<file path="config.mk">
export PLATFORM = sky130hd
export DESIGN_NAME = atmi_host
export DESIGN_NICKNAME = d
export VERILOG_FILES = /design/src/logic/atmi_pkg.sv /design/src/logic/atmi_bit_engine.sv /design/src/logic/atmi_host.sv
export VERILOG_INCLUDE_DIRS = /design/src /design/src/logic
export SDC_FILE = /design/constraint.sdc
export NUM_CORES = 1
export LEC_CHECK = 0
export BUFFER_PORTS_ARGS = -buffer_cell sky130_fd_sc_hd__clkbuf_2
export CORE_ASPECT_RATIO = 0.75
export CORE_MARGIN = 2
export CORE_UTILIZATION = 47
export CTS_CLUSTER_DIAMETER = 80
export CTS_CLUSTER_SIZE = 20
export DETAILED_ROUTE_END_ITERATION = 10
export GPL_TIMING_DRIVEN = 0
export HOLD_SLACK_MARGIN = 0.1
export PLACE_DENSITY = 0.64
export REMOVE_ABC_BUFFERS = 1
export SETUP_SLACK_MARGIN = 0.1
export SLEW_MARGIN = 20
export SYNTH_ARGS = -nofsm -noshare
export SYNTH_HDL_FRONTEND = slang
export SYNTH_SLANG_ARGS = --single-unit
</file>
<file path="constraint.sdc">
create_clock -name clk -period 2.1 [get_ports clk]
set_input_delay 0.42 -clock clk [delete_from_list [all_inputs] [get_ports clk]]
set_output_delay 0.42 -clock clk [all_outputs]
set_load 0.02 [all_outputs]
</file>
<file path="src/logic/atmi_defs.svh">
// Constants for the attenuator module two-wire host controller.
// Assumes a 40 MHz system clock and a standard-mode bus with pull-ups.
`ifndef ATMI_DEFS_SVH
`define ATMI_DEFS_SVH

// Clock and bus timing
`define ATMI_CLK_PERIOD_NS 25
`define ATMI_SCL_PERIOD_NS 10000
`define ATMI_BUS_FREE_NS 4700
`define ATMI_QUARTER_CYC ((`ATMI_SCL_PERIOD_NS + 4 * `ATMI_CLK_PERIOD_NS - 1) / (4 * `ATMI_CLK_PERIOD_NS))
`define ATMI_BUS_FREE_CYC ((`ATMI_BUS_FREE_NS + `ATMI_CLK_PERIOD_NS - 1) / `ATMI_CLK_PERIOD_NS)

// Slave address layout
`define ATMI_ADDR_UPPER 4'h7
`define ATMI_DIR_WRITE 1'b0
`define ATMI_DIR_READ 1'b1
`define ATMI_MASTER_NACK 1'b1

// Register select codes carried in the command byte
`define ATMI_REG_CONFIG 2'h0
`define ATMI_REG_INPUT 2'h1
`define ATMI_REG_OUTPUT 2'h2
`define ATMI_REG_INVERT 2'h3
`define ATMI_CMD_PAD 6'h00

// Direction presets: low nibble drives attenuator, or all inputs for ID
`define ATMI_CFG_ATTEN 8'hf0
`define ATMI_CFG_ID 8'hff

// Byte framing
`define ATMI_LAST_BIT 3'h7

`endif

</file>
<file path="src/logic/atmi_pkg.sv">
// Types shared by the attenuator module host controller.
// Assumes atmi_defs.svh supplies the numeric constants.
package atmi_pkg;

  typedef enum logic [1:0] {
    op_wr,
    op_rd,
    op_cfg_atten,
    op_cfg_id
  } atmi_op_e;

  typedef struct packed {
    atmi_op_e op;
    logic [2:0] addr_lo;
    logic [1:0] reg_sel;
    logic [7:0] wdata;
  } atmi_cmd_s;

  typedef struct packed {
    logic nack;
    logic [7:0] rdata;
  } atmi_resp_s;

  typedef enum logic [1:0] {
    eng_start,
    eng_stop,
    eng_bit
  } atmi_eng_e;

  typedef enum logic [3:0] {
    st_idle,
    st_start,
    st_rstart,
    st_wbyte,
    st_wack,
    st_rbyte,
    st_mack,
    st_stop
  } atmi_state_e;

endpackage

</file>
<file path="src/logic/atmi_bit_engine.sv">
// Bit-level engine: start, stop and single data bits on the two-wire bus.
// Assumes pins are open drain with pull-ups; enables pull the line low.
`timescale 1ns/1ps
`default_nettype none
`include "atmi_defs.svh"
module atmi_bit_engine (
  // Clock and reset
  input wire logic clk,
  input wire logic sys_rst,
  // Operation request
  input wire logic go,
  input wire atmi_pkg::atmi_eng_e op,
  input wire logic tx_bit,
  // Operation result
  output logic done,
  output logic rx_bit,
  output logic bus_idle,
  // Bus pins
  input wire logic scl_i,
  input wire logic sda_i,
  output logic scl_oe,
  output logic sda_oe
);

  logic scl_s1, scl_s2, sda_s1, sda_s2;
  logic busy;
  logic [1:0] ph;
  logic [6:0] qcnt;
  atmi_pkg::atmi_eng_e cur_op;
  logic tick;

  // Pins are asynchronous to clk
  always_ff @(posedge clk)
  begin
    if (sys_rst)
    begin
      scl_s1 <= 1'b1;
      scl_s2 <= 1'b1;
      sda_s1 <= 1'b1;
      sda_s2 <= 1'b1;
    end
    else
    begin
      scl_s1 <= scl_i;
      scl_s2 <= scl_s1;
      sda_s1 <= sda_i;
      sda_s2 <= sda_s1;
    end
  end

  assign bus_idle = scl_s2 & sda_s2;
  assign tick = busy && (qcnt == 7'(`ATMI_QUARTER_CYC - 1));

  // Quarter-period divider; four quarters make one bit period
  always_ff @(posedge clk)
  begin
    if (sys_rst)
    begin
      busy <= 1'b0;
      ph <= 2'h0;
      qcnt <= 7'h00;
      cur_op <= atmi_pkg::eng_start;
      done <= 1'b0;
    end
    else
    begin
      done <= 1'b0;
      if (go && !busy)
      begin
        busy <= 1'b1;
        ph <= 2'h0;
        qcnt <= 7'h00;
        cur_op <= op;
      end
      else if (tick)
      begin
        // A slave holding SCL low freezes the bit in its high phase
        if (ph == 2'h1 && !scl_s2)
          qcnt <= qcnt;
        else
        begin
          qcnt <= 7'h00;
          ph <= ph + 2'h1;
          if (ph == 2'h3)
          begin
            busy <= 1'b0;
            done <= 1'b1;
          end
        end
      end
      else if (busy)
        qcnt <= qcnt + 7'h01;
    end
  end

  // Line drive per phase; pull low or release only
  always_ff @(posedge clk)
  begin
    if (sys_rst)
    begin
      scl_oe <= 1'b0;
      sda_oe <= 1'b0;
      rx_bit <= 1'b1;
    end
    else if (go && !busy)
    begin
      case (op)
        atmi_pkg::eng_start: sda_oe <= 1'b0;
        atmi_pkg::eng_stop: sda_oe <= 1'b1;
        // Data changes only while SCL is low
        atmi_pkg::eng_bit: sda_oe <= ~tx_bit;
        default: sda_oe <= 1'b0;
      endcase
    end
    else if (tick && !(ph == 2'h1 && !scl_s2))
    begin
      case (ph)
        2'h0: scl_oe <= 1'b0;
        2'h1:
        begin
          case (cur_op)
            atmi_pkg::eng_start: sda_oe <= 1'b1;
            atmi_pkg::eng_stop: sda_oe <= 1'b0;
            default: rx_bit <= sda_s2;
          endcase
        end
        2'h2:
          if (cur_op != atmi_pkg::eng_stop)
            scl_oe <= 1'b1;
        default: scl_oe <= scl_oe;
      endcase
    end
  end

endmodule
`default_nettype wire

</file>
<file path="src/logic/atmi_host.sv">
// Host controller that writes and reads the attenuator module port.
// Assumes one open-drain two-wire bus; testbench resolves wired-AND.
//
// What this block does
// - Lines are released when idle so both rest high.
// - Lines are only pulled low or released, never driven high.
// - Master clocks SCL at most 100 kbit/s, one pulse per bit.
// - Slave may hold SCL low; master waits before advancing.
// - Transmitter changes SDA only while SCL is low.
// - Start is SDA falling while SCL is high.
// - Stop is SDA rising while SCL is high.
// - Only the master issues start and stop.
// - Bus is busy from start until bus-free time after stop.
// - After an acked byte master sends or reads another byte, repeats start, or stops.
// - Reads use the same framing with master supplying clocks.
// - For attenuator use, low four bits outputs, upper four inputs.
// - Making all bits inputs lets the module-type ID be read.
`timescale 1ns/1ps
`default_nettype none
`include "atmi_defs.svh"
module atmi_host (
  // Clock and reset
  input wire logic clk,
  input wire logic sys_rst,
  // User command port
  input wire logic cmd_valid,
  input wire atmi_pkg::atmi_cmd_s cmd,
  output logic cmd_ready,
  // User response port
  output logic resp_valid,
  output atmi_pkg::atmi_resp_s resp,
  // Clock line pin
  input wire logic scl_i,
  output logic scl_o,
  output logic scl_oe,
  // Data line pin
  input wire logic sda_i,
  output logic sda_o,
  output logic sda_oe,
  // Status
  output logic xfer_busy
);

  atmi_pkg::atmi_state_e state;
  atmi_pkg::atmi_cmd_s cur;
  atmi_pkg::atmi_eng_e eng_op;
  logic [1:0] step;
  logic [2:0] bitcnt;
  logic [7:0] shreg;
  logic [7:0] cmd_b;
  logic [7:0] data_b;
  logic [7:0] free_cnt;
  logic go, tx_bit, done, rx_bit, bus_idle, nack, free_ok;

  // Address byte: fixed upper pattern, switch-selected low bits
  function automatic logic [7:0] addr_byte(input logic [2:0] lo,
                                           input logic dir);
    addr_byte = {`ATMI_ADDR_UPPER, lo, dir};
  endfunction

  // Register targeted by an operation
  function automatic logic [1:0] reg_of(input atmi_pkg::atmi_cmd_s c);
    case (c.op)
      atmi_pkg::op_cfg_atten: reg_of = `ATMI_REG_CONFIG;
      atmi_pkg::op_cfg_id: reg_of = `ATMI_REG_CONFIG;
      default: reg_of = c.reg_sel;
    endcase
  endfunction

  // Data byte written by an operation
  function automatic logic [7:0] data_of(input atmi_pkg::atmi_cmd_s c);
    case (c.op)
      atmi_pkg::op_cfg_atten: data_of = `ATMI_CFG_ATTEN;
      atmi_pkg::op_cfg_id: data_of = `ATMI_CFG_ID;
      default: data_of = c.wdata;
    endcase
  endfunction

  assign cmd_b = {`ATMI_CMD_PAD, reg_of(cur)};
  assign data_b = data_of(cur);
  assign free_ok = (free_cnt == 8'(`ATMI_BUS_FREE_CYC));

  atmi_bit_engine u_eng (
    .clk(clk),
    .sys_rst(sys_rst),
    .go(go),
    .op(eng_op),
    .tx_bit(tx_bit),
    .done(done),
    .rx_bit(rx_bit),
    .bus_idle(bus_idle),
    .scl_i(scl_i),
    .sda_i(sda_i),
    .scl_oe(scl_oe),
    .sda_oe(sda_oe)
  );

  // Pin output levels are always low; only the enables move
  always_ff @(posedge clk)
  begin
    scl_o <= 1'b0;
    sda_o <= 1'b0;
  end

  // Bus-free timer: both lines high for the full interval
  always_ff @(posedge clk)
  begin
    if (sys_rst)
      free_cnt <= 8'h00;
    else if (state != atmi_pkg::st_idle || !bus_idle)
      free_cnt <= 8'h00;
    else if (!free_ok)
      free_cnt <= free_cnt + 8'h01;
  end

  // Commands are taken only on a free, released bus
  always_ff @(posedge clk)
  begin
    if (sys_rst)
    begin
      cmd_ready <= 1'b0;
      xfer_busy <= 1'b0;
    end
    else
    begin
      cmd_ready <= (state == atmi_pkg::st_idle) && free_ok &&
                   !(cmd_valid && cmd_ready);
      xfer_busy <= (state != atmi_pkg::st_idle) || (cmd_valid && cmd_ready);
    end
  end

  // Answer after the closing stop
  always_ff @(posedge clk)
  begin
    if (sys_rst)
    begin
      resp_valid <= 1'b0;
      resp <= '0;
    end
    else
    begin
      resp_valid <= 1'b0;
      if (state == atmi_pkg::st_stop && done)
      begin
        resp_valid <= 1'b1;
        resp.nack <= nack;
        resp.rdata <= (nack || cur.op != atmi_pkg::op_rd) ? 8'h00 : shreg;
      end
    end
  end

  // Transfer sequencer; only this side makes start and stop
  always_ff @(posedge clk)
  begin
    if (sys_rst)
    begin
      state <= atmi_pkg::st_idle;
      cur <= '0;
      eng_op <= atmi_pkg::eng_start;
      step <= 2'h0;
      bitcnt <= 3'h0;
      shreg <= 8'h00;
      tx_bit <= 1'b1;
      nack <= 1'b0;
      go <= 1'b0;
    end
    else
    begin
      go <= 1'b0;
      case (state)
        atmi_pkg::st_idle:
          if (cmd_valid && cmd_ready)
          begin
            cur <= cmd;
            nack <= 1'b0;
            step <= 2'h0;
            shreg <= addr_byte(cmd.addr_lo, `ATMI_DIR_WRITE);
            eng_op <= atmi_pkg::eng_start;
            go <= 1'b1;
            state <= atmi_pkg::st_start;
          end
        atmi_pkg::st_start, atmi_pkg::st_rstart:
          if (done)
          begin
            bitcnt <= 3'h0;
            eng_op <= atmi_pkg::eng_bit;
            tx_bit <= shreg[7];
            go <= 1'b1;
            state <= atmi_pkg::st_wbyte;
          end
        atmi_pkg::st_wbyte:
          if (done)
          begin
            go <= 1'b1;
            if (bitcnt == `ATMI_LAST_BIT)
            begin
              // Release SDA for the ninth clock
              tx_bit <= 1'b1;
              state <= atmi_pkg::st_wack;
            end
            else
            begin
              shreg <= {shreg[6:0], 1'b0};
              tx_bit <= shreg[6];
              bitcnt <= bitcnt + 3'h1;
            end
          end
        atmi_pkg::st_wack:
          if (done)
          begin
            go <= 1'b1;
            bitcnt <= 3'h0;
            if (rx_bit)
            begin
              // No acknowledge: wrong address or absent module
              nack <= 1'b1;
              eng_op <= atmi_pkg::eng_stop;
              state <= atmi_pkg::st_stop;
            end
            else
            begin
              case (step)
                2'h0:
                begin
                  shreg <= cmd_b;
                  tx_bit <= cmd_b[7];
                  step <= 2'h1;
                  state <= atmi_pkg::st_wbyte;
                end
                2'h1:
                  if (cur.op == atmi_pkg::op_rd)
                  begin
                    // Repeated start then read address
                    shreg <= addr_byte(cur.addr_lo, `ATMI_DIR_READ);
                    step <= 2'h3;
                    eng_op <= atmi_pkg::eng_start;
                    state <= atmi_pkg::st_rstart;
                  end
                  else
                  begin
                    shreg <= data_b;
                    tx_bit <= data_b[7];
                    step <= 2'h2;
                    state <= atmi_pkg::st_wbyte;
                  end
                2'h2:
                begin
                  eng_op <= atmi_pkg::eng_stop;
                  state <= atmi_pkg::st_stop;
                end
                default:
                begin
                  tx_bit <= 1'b1;
                  state <= atmi_pkg::st_rbyte;
                end
              endcase
            end
          end
        atmi_pkg::st_rbyte:
          if (done)
          begin
            go <= 1'b1;
            shreg <= {shreg[6:0], rx_bit};
            if (bitcnt == `ATMI_LAST_BIT)
            begin
              // Last byte of the read is not acknowledged
              tx_bit <= `ATMI_MASTER_NACK;
              state <= atmi_pkg::st_mack;
            end
            else
            begin
              tx_bit <= 1'b1;
              bitcnt <= bitcnt + 3'h1;
            end
          end
        atmi_pkg::st_mack:
          if (done)
          begin
            go <= 1'b1;
            eng_op <= atmi_pkg::eng_stop;
            state <= atmi_pkg::st_stop;
          end
        atmi_pkg::st_stop:
          if (done)
            state <= atmi_pkg::st_idle;
        default:
          state <= atmi_pkg::st_idle;
      endcase
    end
  end

endmodule
`default_nettype wire

</file>
# == Word level (Yosys, flattened, before mapping) ==
# Cells that the tools add are included.
# Widths: inputs -> output; s select.
# classes
add_sub_neg,4
n_mul,0
div,0
n_lt_le_gt_ge,0
n_eq_ne,46
shift,0
mux,74
bitwise_logic,6
n_reduce_logical,56
# op_table
op,n
$mux 8,8
$mux 4,9
$pmux 8 s2,2
$pmux 8 s4,1
$ne 2x1->1 const B,14
$pmux 4 s7,1
$mux 1,24
$mux 7,3
$mux 2,9
$eq 4x3->1 const B,4
$reduce_and 4->1,4
$reduce_and 8->1,2
$reduce_bool 2->1,8
$reduce_bool 4->1,4
$ne 2x2->1 const B,7
$eq 2x2->1 const B,6
$mux 3,4
$pmux 2 s2,3
$reduce_or 2->1,6
$eq 2x1->1 const B,5
$pmux 1 s2,5
$pmux 3 s3,1
$reduce_and 9->1,1
$add 8x1->8 const B,1
other kinds (31),54
# totals
register_bits,77
latch_bits,0
ramBits,0
romBits,0
in_bits,20
n_memories,0

# == Depth between registers and ports, before layout ==
# Gate-level depths: netlist (run 1).
# logic_depth
word_depth,7
mapped_depth,7

# == By module ==
# From an unflattened synthesis (run 1), not the netlist that was laid out.
# unflattened
cells_unflattened,419
hier_area_um2,3674.8
# by_module_without_submodules
module,n_inst,cells_per_inst,area_each_um2,seq_area_each_um2
atmi_host,1,313,2701.3,1121.1
atmi_bit_engine,1,106,973.4,400.4

# == Worst setup path before layout (run 1) ==
# No wires, ideal clock.
# synth_path
path_kind,register -> register
from,reg u_eng.qcnt[0]
to,reg u_eng.sda_oe
setup_time_ns,0.120
arrival_time_ns,1.617
slack_ns,0.363
stages_incl_launch_ff,6
period_less_slack_ns,1.737
cell_sequence,dfxtp_1 -> ha_1 -> nand4_1 -> or4_4 -> and3_1 -> o31a_1
# synth_via
elab_chain_len,5
# synth_lines
item,line,source
start: declaration,atmi_bit_engine.sv:28,logic [6:0] qcnt;
start signal: assignment,atmi_bit_engine.sv:79,qcnt <= qcnt;
start signal: assignment,atmi_bit_engine.sv:92,qcnt <= qcnt + 7'h01;
$eq 7x7->1,atmi_bit_engine.sv:52,assign tick = busy && (qcnt == 7'(`ATMI_QUARTER_CYC - 1));
$logic_and 1x1->1,atmi_bit_engine.sv:52,
$logic_and 1x1->1,atmi_bit_engine.sv:115,else if (tick && !(ph == 2'h1 && !scl_s2))
$reduce_bool 2->1 (no line),--,
$reduce_and 3->1 (no line),--,
end signal: assignment,atmi_bit_engine.sv:111,atmi_pkg::eng_bit: sda_oe <= ~tx_bit;
end: declaration,atmi_bit_engine.sv:22,output logic sda_oe
# Every way passes these cells.
# A chain may end at the register's enable or synchronous reset.

# == Final worst setup path (run 1) ==
# layout_path
from,reg state[0]
to,reg tx_bit
# layout_via
elab_chain_len,4
# layout_lines
item,line,source
start: declaration,atmi_host.sv:44,atmi_pkg::atmi_state_e state;
start signal: assignment,atmi_host.sv:157,state <= atmi_pkg::st_idle;
start signal: assignment,atmi_host.sv:180,state <= atmi_pkg::st_start;
start signal: assignment,atmi_host.sv:189,state <= atmi_pkg::st_wbyte;
$eq 4x1->1 or $eq 4x2->1 (tied branches),atmi_host.sv:170,case (state)
$reduce_or 2->1,atmi_host.sv:170,
$reduce_bool 4->1 (no line) or $ne 2x1->1 (tied branches),--,
$reduce_and 8->1 (no line),--,
end signal: assignment,atmi_host.sv:187,tx_bit <= shreg[7];
end signal: assignment,atmi_host.sv:204,tx_bit <= shreg[6];
end signal: assignment,atmi_host.sv:226,tx_bit <= cmd_b[7];
end: declaration,atmi_host.sv:53,"logic go, tx_bit, done, rx_bit, bus_idle, nack, free_ok;"
# Several ways; a longest one is shown, not always the timed one.

==> results of run 1 <==
registers in the layout, indices dropped and copies added (netlist names), 2 cells and up:
name,cells
bitcnt,3
cur,15
eng_op,2
free_cnt,8
resp,9
shreg,8
state,3
step,2
u_eng.cur_op,2
u_eng.ph,2
u_eng.qcnt,7
cells in the final DEF (no fill, tap or decap), types with 4 or more instances in the layout:
| master | count |
|---|---|
| mux2i_1 | 6 |
| nand3b_1 | 4 |
| clkbuf_2 | 32 |
| a21oi_1 | 32 |
| inv_1 | 16 |
| nor2b_1 | 5 |
| ha_1 | 9 |
| or2_2 | 5 |
| o21ai_0 | 14 |
| xnor2_1 | 4 |
| nor2_1 | 36 |
| dfxtp_1 | 72 |
| nand4_1 | 11 |
| nor3_1 | 14 |
| o211ai_1 | 5 |
| a22oi_1 | 13 |
| nand3_1 | 10 |
| nand2_1 | 54 |
| a311oi_1 | 5 |
| o41ai_1 | 5 |
| clkbuf_8 | 9 |
| a21o_1 | 4 |
| xor2_1 | 8 |
| nand2b_1 | 7 |
per-stage QoR:
step           instance area, um2  total power, mW  hold WS [ps]  cells  utilization (%)
6_report                     4100             3.49           240    561             54.9
4_1_cts                      4060             3.46           230    560             54.4
5_1_grt                      4100             3.72           232    561             54.9
2_1_floorplan                3560             2.25           389    409                -
3_5_place_dp                 3850             2.48           403    543             51.6
3_3_place_gp                 3850             2.48           395    543             51.6
per-layer routing:
layer / global-route usage [%] / part of all wire (%) / up-vias
li1: - / - / 1613
met1: 31.5 / 50 / 1481
met2: 29.5 / 40 / 112
met3: 7.47 / 8.9 / 9
met4: 5.39 / 1.1 / 0
met5: 0 / 0 / -
timing repair:
item,4_1_cts,5_1_grt
gates resized for setup,9,10
setup buffers,1,1
setup endpoints to repair,56,19
pin swaps,1,0
kinds of logic after synthesis:
group | after synthesis | share of synthesized area [%]
AO/OA/AOI/OAI | 112 | 21.2
XOR/XNOR | 12 | 2.86
buffers and inverters | 42 | 4.73
adder cells (fa/ha/maj) | 11 | 3.75
AND/OR/NAND/NOR | 173 | 24.0
other | 1 | 0.102
multiplexers | 7 | 1.94
flip-flops | 76 | 41.4
worst max path at each step:
| stage | from | to | slack [ps] | depth (start not counted) |
|---|---|---|---|---|
| after floorplan | state[0] | resp[0] | 70 | 4 |
| after global placement | state[0] | resp[1] | -780 | 4 |
| after detailed placement | state[0] | resp[3] | -770 | 4 |
| after CTS | state[2] | tx_bit | 130 | 4 |
| after global routing | u_eng.done | bitcnt[0] | 80 | 4 |
| final | state[0] | tx_bit | 210 | 4 |
where the power goes:
group	total, mW	internal (mW)	leakage (nW)	switching [mW]
Combinational	0.746	0.316	0.816	0.430
Sequential	1.77	1.56	0.617	0.211
Clock	0.969	0.426	0.0783	0.543
final cells by class:
cell class                 count  area (um2)
inverter                      16        60.1
sequential                    76        1530
multi-input combinational    317        2030
clock buffer                  10         128
tap                          101         126
fill                         721        3360
clock inverter                 6        41.3
timing repair buffer          35         183
worst reg2reg max path: stages, from the launching register on:
cell	delay (ps)
dfxtp_2	470
or3b_4	520
nor3_1	330
o221ai_1	190
o31a_1	280
==> metrics.cfg, run 1 <==
[route]
drc_errors = 0
num_vias = 3215
wl_per_cell_um = 14.8
drtAntennaViolNets = 0
wirelength_um = 8300
via_per_inst = 5.73
dr.pass1.iters = 4
drt_iter0_drc = 163

[place]
gp_congestion = 0.824
dp_slack_ps = -771
hpwl_um = 5710
port_buffers = 33

[grt]
grt_max_degree = 53
antenna_found_initial = 0
grt_first_pass_wirelength_um = 14500
gr-total-overflow = 0
gr-usage-all-layers_pct = 21.5
grt_pass1_vias = 2913

[finish]
syn_to_final_growth_pct = 11.6
antenna_cells = 0
finish.net_count = 486
layout-drive-gt1-share_pct = 16.7

[clock_network]
hold_buffers = 0
cts_max_level = 3
clock_sinks = 76
cts_root_buffer = clkbuf_8
clock_path_buffers = 2
cts_made_buffers = 9
tritoncts = built
path_clk_slew_ps = 80
clkLatencyLatePin_ps = 360

[logic_synthesis]
synth_area_mm2 = 0.00367
avgSynthCellArea_um2 = 8.46
synth-main-ff-cell = dfxtp_1
synthTopCellsByCount = dfxtp_1, nand2_1, nor2_1
synth_cells = 434
synth_seq_cells = 76
synth_edf_count = 0
yosysTopAreaCellShare_pct = 41.4
async_reset_ff_share_pct = 0
ys_seq_area_share_pct = 41.4
synth.area.top_cells = dfxtp_1, nand2_1, a21oi_1
yosysWarnings = 0
netlist.top_cell.by_area = dfxtp_1
synth.distinct_cells = 66
synth.most_common_cell = dfxtp_1

[setup_path]
path_buf_inv = 0
r2r_setup_slack_ps = 210
path_cells = or3b_4 > nor3_1 > o221ai_1 > o31a_1
cp_data_required_time_ps = 2340
r2r_start = state[0]
slowest_delay_ps = 510
end_kind = flop
crit_family = simple AND/OR/NAND/NOR gates
path_class = reg -> reg
crit_arrival_ps = 2130
critPathSlowestCell = or3b_4
crit_path_start_kind = flop
reg2reg_depth = 4
crit_fanout = 27
reg2reg_to = tx_bit

[floorplanning]
die-area_mm2 = 0.00855
die-width_um = 106
io_pins = 36
start_util_pct = 49.2
core_area_mm2 = 0.00747
die_y_um = 80.6
rows = 27

[hold_path]
worstHoldPathType = in -> reg
hold_depth = 2
min_to = u_eng.scl_s1
min_from = scl_i

[timing]
fin_crit_sh_pct = 90.0
min_period_ps = 1890
slew_headroom_pct = 59.5
finalMaxSlewViolations = 0
skew_ps = 9.19
finalSetupViolCount = 0
grt_setup_unrepaired = true
finalHoldViolCount = 0
tightest_slew_ps = 608
setup_tns_ps = 0
layout_setup_ws_ps = 210
fmax_mhz = 529

[outcome]
status = completed

[power_and_ir_drop]
vdd_drop_max_uv = 379
p_leak_nw = 1.51
cellPowerDensity_mw_per_mm2 = 850

[job]
cap_violations = 0

Power figures use the tool's default switching activity.
==> inputs of run 2 (changes only) <==
- ABC_AREA: not set -> 1
- CAP_MARGIN: not set -> 20
==> metrics.cfg, run 2 <==
[outcome]
status = completed  ; unchanged

[place]
port_buffers = 33  ; unchanged
gp_congestion = 0.898  ; was 0.824
hpwl_um = 6440  ; was 5710 um
dpl_cell_area_mm2 = 0.00403  ; was 0.00385 mm2
dp_slack_ps = -29.7  ; was -771 ps

[clock_network]
clock_path_buffers = 2  ; unchanged
tritoncts = built  ; unchanged
postCtsSetupBuffers = 0  ; was 1
hold_buffers = 0  ; unchanged
cts_max_level = 3  ; unchanged
cts_resized = 0  ; was 9
clock_sinks = 76  ; unchanged
cts_root_buffer = clkbuf_8  ; unchanged
cts_made_buffers = 9  ; unchanged
clkLatencyLatePin_ps = 350  ; was 360 ps
path_clk_slew_ps = 80  ; about the same

[logic_synthesis]
avgSynthCellArea_um2 = 7.01  ; was 8.46 um2
async_reset_ff_share_pct = 0  ; unchanged
synth_seq_cells = 76  ; unchanged
synth_edf_count = 0  ; unchanged
yosysWarnings = 0  ; unchanged
yosysTopAreaCellShare_pct = 39.7  ; was 41.4%
ys_seq_area_share_pct = 39.7  ; was 41.4%
synth_area_mm2 = 0.00384  ; was 0.00367 mm2
synth-main-ff-cell = dfxtp_1  ; unchanged
synth.distinct_cells = 37  ; was 66
synth.area.top_cells = dfxtp_1, nand2_1, nor2_1  ; was dfxtp_1, nand2_1, a21oi_1
netlist.top_cell.by_area = dfxtp_1  ; unchanged
synth.most_common_cell = nand2_1  ; was dfxtp_1
synthTopCellsByCount = nand2_1, nor2_1, dfxtp_1  ; was dfxtp_1, nand2_1, nor2_1
synth_cells = 547  ; was 434

[setup_path]
r2r_setup_slack_ps = 270  ; was 210 ps
path_buf_inv = 2  ; was 0
path_cells = nand3_1 > nand2_2 > nand2_1 > nand2_1 > inv_2 > nand2_4 > inv_2 > nor2_1 > nor2_1  ; was or3b_4 > nor3_1 > o221ai_1 > o31a_1
startpoint = state[0]  ; unchanged
reg2reg_depth = 9  ; was 4
crit_family = simple AND/OR/NAND/NOR gates  ; unchanged
crit_arrival_ps = 2080  ; was 2130 ps
reg2reg_to = shreg[5]  ; was tx_bit
crit_fanout = 12  ; was 27
crit_path_start_kind = flop  ; unchanged
r2r_start = state[0]  ; unchanged
cp_data_required_time_ps = 2350  ; was 2340 ps
end_kind = flop  ; unchanged
path_class = reg -> reg  ; unchanged
critPathSlowestCell = dfxtp_1  ; was or3b_4
slowest_delay_ps = 610  ; was 510 ps

[timing]
min_period_ps = 1830  ; was 1890 ps
layout_setup_ws_ps = 273  ; was 210 ps
fin_crit_sh_pct = 87.0  ; was 90.0%
fmax_mhz = 547  ; was 529 MHz
slew_headroom_pct = 49.9  ; was 59.5%
skew_ps = 6.23  ; was 9.19 ps
finalSetupViolCount = 0  ; unchanged
finalHoldViolCount = 0  ; unchanged
grt_setup_unrepaired = false  ; was true
tightest_slew_ps = 745  ; was 608 ps
hold_slack_ps = 254  ; was 240 ps
finalMaxSlewViolations = 0  ; unchanged
setup_tns_ps = 0  ; unchanged

[finish]
final_area_mm2 = 0.00424  ; was 0.00410 mm2
ff_latch_area_mm2 = 0.00152  ; was 0.00153 mm2
antenna_cells = 0  ; unchanged
final_cell_mix = nand2_1, nor2_1, dfxtp_1, nand3_1, inv_1  ; was dfxtp_1, nand2_1, nor2_1, a21oi_1, clkbuf_2
n_fill_cell = 809  ; was 721
layout-drive-gt1-share_pct = 15.6  ; was 16.7%
largest_reg_flops = 15  ; unchanged
syn_to_final_growth_pct = 10.5  ; was 11.6%
layout_commonest_cell = nand2_1  ; was dfxtp_1
finish.net_count = 608  ; was 486
multi_input_area_mm2 = 0.00198  ; was 0.00203 mm2
utilization_pct = 53.5  ; was 54.9%
top_register = cur  ; unchanged
largestRegisters = cur: 15 flops, resp: 9 flops  ; unchanged

[route]
drt_iter0_drc = 222  ; was 163
num_vias = 3543  ; was 3215
drtAntennaViolNets = 0  ; unchanged
via_per_inst = 5.16  ; was 5.73
wirelength_um = 8950  ; was 8300 um
drc_errors = 0  ; unchanged
dr.pass1.iters = 5  ; was 4
wl_per_cell_um = 13.0  ; was 14.8 um

[floorplanning]
die-area_mm2 = 0.00891  ; was 0.00855 mm2
io_pins = 36  ; unchanged
core_area_mm2 = 0.00792  ; was 0.00747 mm2
rows = 28  ; was 27
die_y_um = 82.2  ; was 80.6 um
die-width_um = 108  ; was 106 um
start_util_pct = 48.5  ; was 49.2%

[hold_path]
worstHoldPathType = in -> reg  ; unchanged
min_to = u_eng.sda_s1  ; was u_eng.scl_s1
hold_depth = 2  ; unchanged
min_from = sda_i  ; was scl_i

[job]
cap_violations = 0  ; unchanged

[grt]
gr-total-overflow = 0  ; unchanged
grt_first_pass_wirelength_um = 14800  ; was 14500 um
gr-usage-all-layers_pct = 21.4  ; was 21.5%
grt_pass1_vias = 3111  ; was 2913
grt_max_degree = 44  ; was 53
antenna_found_initial = 0  ; unchanged

[power_and_ir_drop]
p_leak_nw = 1.84  ; was 1.51 nW
cellPowerDensity_mw_per_mm2 = 631  ; was 850 mW/mm2
vdd_drop_max_uv = 397  ; was 379 uV

run 2: worst max path at each step:
stage | depth (start not counted) | slack, ps | endpoint
after floorplan | 5 | 560 | free_cnt[1]
final | 9 | 270 | shreg[5]
after CTS | 9 | 160 | shreg[7]
after global routing | 9 | 140 | shreg[5]
after detailed placement | 6 | -30 | free_cnt[1]
after global placement | 6 | -490 | free_cnt[1]
run 2: cells by family (layout without fill, tap and decap cells):
kind of cell | after synthesis | in the layout | synth area share, %
compound gates | 84 | 84 | 11.4
xor+xnor | 4 | 4 | 0.913
fa+ha+maj | 11 | 11 | 3.59
buf+inv | 77 | 111 | 8.84
flops | 76 | 76 | 39.7
other cells | 1 | 2 | 0.0978
simple gates | 294 | 294 | 35.5
run 2: report_power, final:
part / leakage, nW / internal, mW / switching [mW]
combinational: 1.13 / 0.0286 / 0.0481
clock: 0.0999 / 0.587 / 0.559
sequential: 0.614 / 1.45 / 0.00630
total: 1.84 / 2.06 / 0.613
run 2: cell type report:
class / instances / share of cell area (%)
clock buffers: 11 / 3.34
clock inverters: 5 / 1.42
inverters: 62 / 5.55
multi-input cells: 395 / 46.8
flip-flops and latches: 76 / 35.9
well taps: 105 / 3.10
repair buffers: 33 / 3.90
run 2: through the flow:
step | instances | power (mW)
after floorplan | 533 | 1.53
after global routing | 687 | 2.76
after CTS | 687 | 2.70
final | 687 | 2.68
after global placement | 671 | 1.56
after detailed placement | 671 | 1.56
run 2: routing by layer:
metal / track usage (%) / vias up / share of wire (%)
met4: 6.54 / 0 / 1.2
li1: - / 1823 / -
met5: 0 / - / 0
met3: 5.34 / 12 / 6.2
met2: 31.6 / 101 / 41
met1: 30.7 / 1607 / 52
==> inputs of run 3 (changes only) <==
- CORE_UTILIZATION: 47 -> 32
- PLACE_DENSITY: 0.64 -> 0.46
==> metrics.cfg, run 3 (same netlist as run 2, synthesis figures left out) <==
[clock_network]
cts_root_buffer = clkbuf_16  ; was clkbuf_8
postCtsSetupBuffers = 0  ; unchanged
cts_resized = 0  ; unchanged
hold_buffers = 0  ; unchanged
cts_max_level = 3  ; unchanged
clkLatencyLatePin_ps = 340  ; was 350 ps
path_clk_slew_ps = 60  ; was 80 ps
tritoncts = built  ; unchanged
cts_made_buffers = 9  ; unchanged
clock_path_buffers = 2  ; unchanged
clock_sinks = 76  ; unchanged

[timing]
tightest_slew_ps = 649  ; was 745 ps
grt_setup_unrepaired = false  ; unchanged
finalSetupViolCount = 0  ; unchanged
slew_headroom_pct = 56.3  ; was 49.9%
layout_setup_ws_ps = 297  ; was 273 ps
setup_tns_ps = 0  ; unchanged
fin_crit_sh_pct = 85.8  ; was 87.0%
finalHoldViolCount = 0  ; unchanged
finalMaxSlewViolations = 0  ; unchanged
min_period_ps = 1800  ; was 1830 ps
fmax_mhz = 555  ; was 547 MHz
skew_ps = 4.59  ; was 6.23 ps

[route]
via_per_inst = 4.61  ; was 5.16
wirelength_um = 9150  ; was 8950 um
num_vias = 3432  ; was 3543
dr.pass1.iters = 4  ; was 5
drc_errors = 0  ; unchanged
drt_iter0_drc = 147  ; was 222
wl_per_cell_um = 12.3  ; was 13.0 um
drtAntennaViolNets = 0  ; unchanged

[grt]
antenna_found_initial = 0  ; unchanged
gr-total-overflow = 0  ; unchanged
grt_pass1_vias = 3240  ; was 3111
grt_first_pass_wirelength_um = 15700  ; was 14800 um
grt_max_degree = 44  ; unchanged
gr-usage-all-layers_pct = 15.5  ; was 21.4%

[place]
dp_slack_ps = -148  ; was -29.7 ps
dpl_cell_area_mm2 = 0.00410  ; was 0.00403 mm2
hpwl_um = 6690  ; was 6440 um
dp_cells = 728  ; was 671
gp_congestion = 0.823  ; was 0.898
port_buffers = 33  ; unchanged

[finish]
antenna_cells = 0  ; unchanged
final_cell_mix = nand2_1, nor2_1, dfxtp_1, nand3_1, inv_1  ; unchanged
final_area_mm2 = 0.00447  ; was 0.00424 mm2
layout_commonest_cell = nand2_1  ; unchanged
largest_reg_flops = 15  ; unchanged
largestRegisters = cur: 15 flops, resp: 9 flops  ; unchanged
layout-drive-gt1-share_pct = 15.6  ; unchanged
top_register = cur  ; unchanged
n_fill_cell = 1280  ; was 809
fin_cells = 744  ; was 687
syn_to_final_growth_pct = 16.6  ; was 10.5%
finish.net_count = 608  ; unchanged

[setup_path]
r2r_start = state[0]  ; unchanged
critPathSlowestCell = dfxtp_1  ; unchanged
reg2reg_depth = 9  ; unchanged
slowest_delay_ps = 590  ; was 610 ps
reg2reg_to = shreg[7]  ; was shreg[5]
r2r_setup_slack_ps = 300  ; was 270 ps
crit_fanout = 12  ; unchanged
end_kind = flop  ; unchanged
crit_path_start_kind = flop  ; unchanged
path_class = reg -> reg  ; unchanged
cp_data_required_time_ps = 2330  ; was 2350 ps
path_cells = nand3_1 > nand2_2 > nand2_1 > nand2_1 > inv_2 > nand2_4 > inv_2 > nor2_1 > nor2_1  ; unchanged
crit_arrival_ps = 2030  ; was 2080 ps

[power_and_ir_drop]
power_frac_comb_pct = 2.3  ; was 2.9%
p_sw_mw = 0.671  ; was 0.613 mW
vdd_drop_max_uv = 365  ; was 397 uV
cellPowerDensity_mw_per_mm2 = 767  ; was 631 mW/mm2
p_clk_share_pct = 55.3  ; was 42.8%
p_seq_share_pct = 42.4  ; was 54.3%
p_int_mw = 2.76  ; was 2.06 mW
p_leak_nw = 1.92  ; was 1.84 nW
finalPower_mw = 3.43  ; was 2.68 mW
swShare_pct = 19.6  ; was 22.9%

[floorplanning]
die_y_um = 98.8  ; was 82.2 um
io_pins = 36  ; unchanged
rows = 34  ; was 28
core_area_mm2 = 0.0117  ; was 0.00792 mm2
die-width_um = 130  ; was 108 um
die-area_mm2 = 0.0129  ; was 0.00891 mm2
start_util_pct = 32.9  ; was 48.5%

[job]
cap_violations = 0  ; unchanged

[hold_path]
min_to = u_eng.sda_s1  ; unchanged
min_from = sda_i  ; unchanged
hold_depth = 2  ; unchanged
worstHoldPathType = in -> reg  ; unchanged

[outcome]
status = completed  ; unchanged

run 3: cell types whose count changed in the layout (fill, tap and decap cells not counted), sizes merged:
cell | previous run | this run
inv | 63 | 62
clkbuf | 44 | 42
bufinv | 1 | 4
clkinv | 2 | 3
clkinvlp | 1 | 0
run 3: worst max-delay path, delay by kind of cell, from the launching register on:
| kind | cells | cell delay (ps) |
|---|---|---|
| simple gates | 7 | 970 |
| buf+inv | 2 | 130 |
| flops | 1 | 590 |
run 3: power by group through the flow:
stage / registers (mW) / clock network [mW] / logic [mW]
after global routing: 1.46 / 2.01 / 0.0907
after global placement: 1.49 / 0 / 0.0795
final: 1.46 / 1.89 / 0.0785
after floorplan: 1.49 / 0 / 0.0414
after CTS: 1.46 / 1.94 / 0.0804
after detailed placement: 1.49 / 0 / 0.0801
run 3: layout make-up:
| type | count | area [um2] | share of cell area [%] |
|---|---|---|---|
| multi-input cells | 395 | 1980 | 44.3 |
| flip-flops and latches | 76 | 1520 | 34.1 |
| inverters | 62 | 238 | 5.32 |
| clock buffers | 9 | 225 | 5.04 |
| well taps | 162 | 203 | 4.53 |
| repair buffers | 33 | 165 | 3.69 |
| clock inverters | 7 | 139 | 3.11 |
run 3: how the worst max path moves through the flow:
stage / start / end / slack, ps / cells past startpoint
floorplan: sys_rst / free_cnt[1] / 560 / 5
global placement: sys_rst / free_cnt[1] / -640 / 6
detailed placement: sys_rst / free_cnt[1] / -150 / 6
CTS: state[1] / shreg[7] / 190 / 9
global route: state[0] / shreg[7] / 120 / 9
finish: state[0] / shreg[7] / 300 / 9
run 3: stage by stage:
step | hold WS [ps] | utilization, %
5_1_grt | 257 | 38.4
6_report | 261 | 38.4
3_3_place_gp | 396 | 35.2
2_1_floorplan | 389 | -
4_1_cts | 250 | 38.3
3_5_place_dp | 399 | 35.2
run 3: per-layer routing:
metal	vias up	global-route usage [%]	wire, um
met4	0	5.40	141
met3	12	4.02	401
met1	1525	22.8	5030
met5	-	0	0
met2	65	22.0	3570
li1	1830	-	-
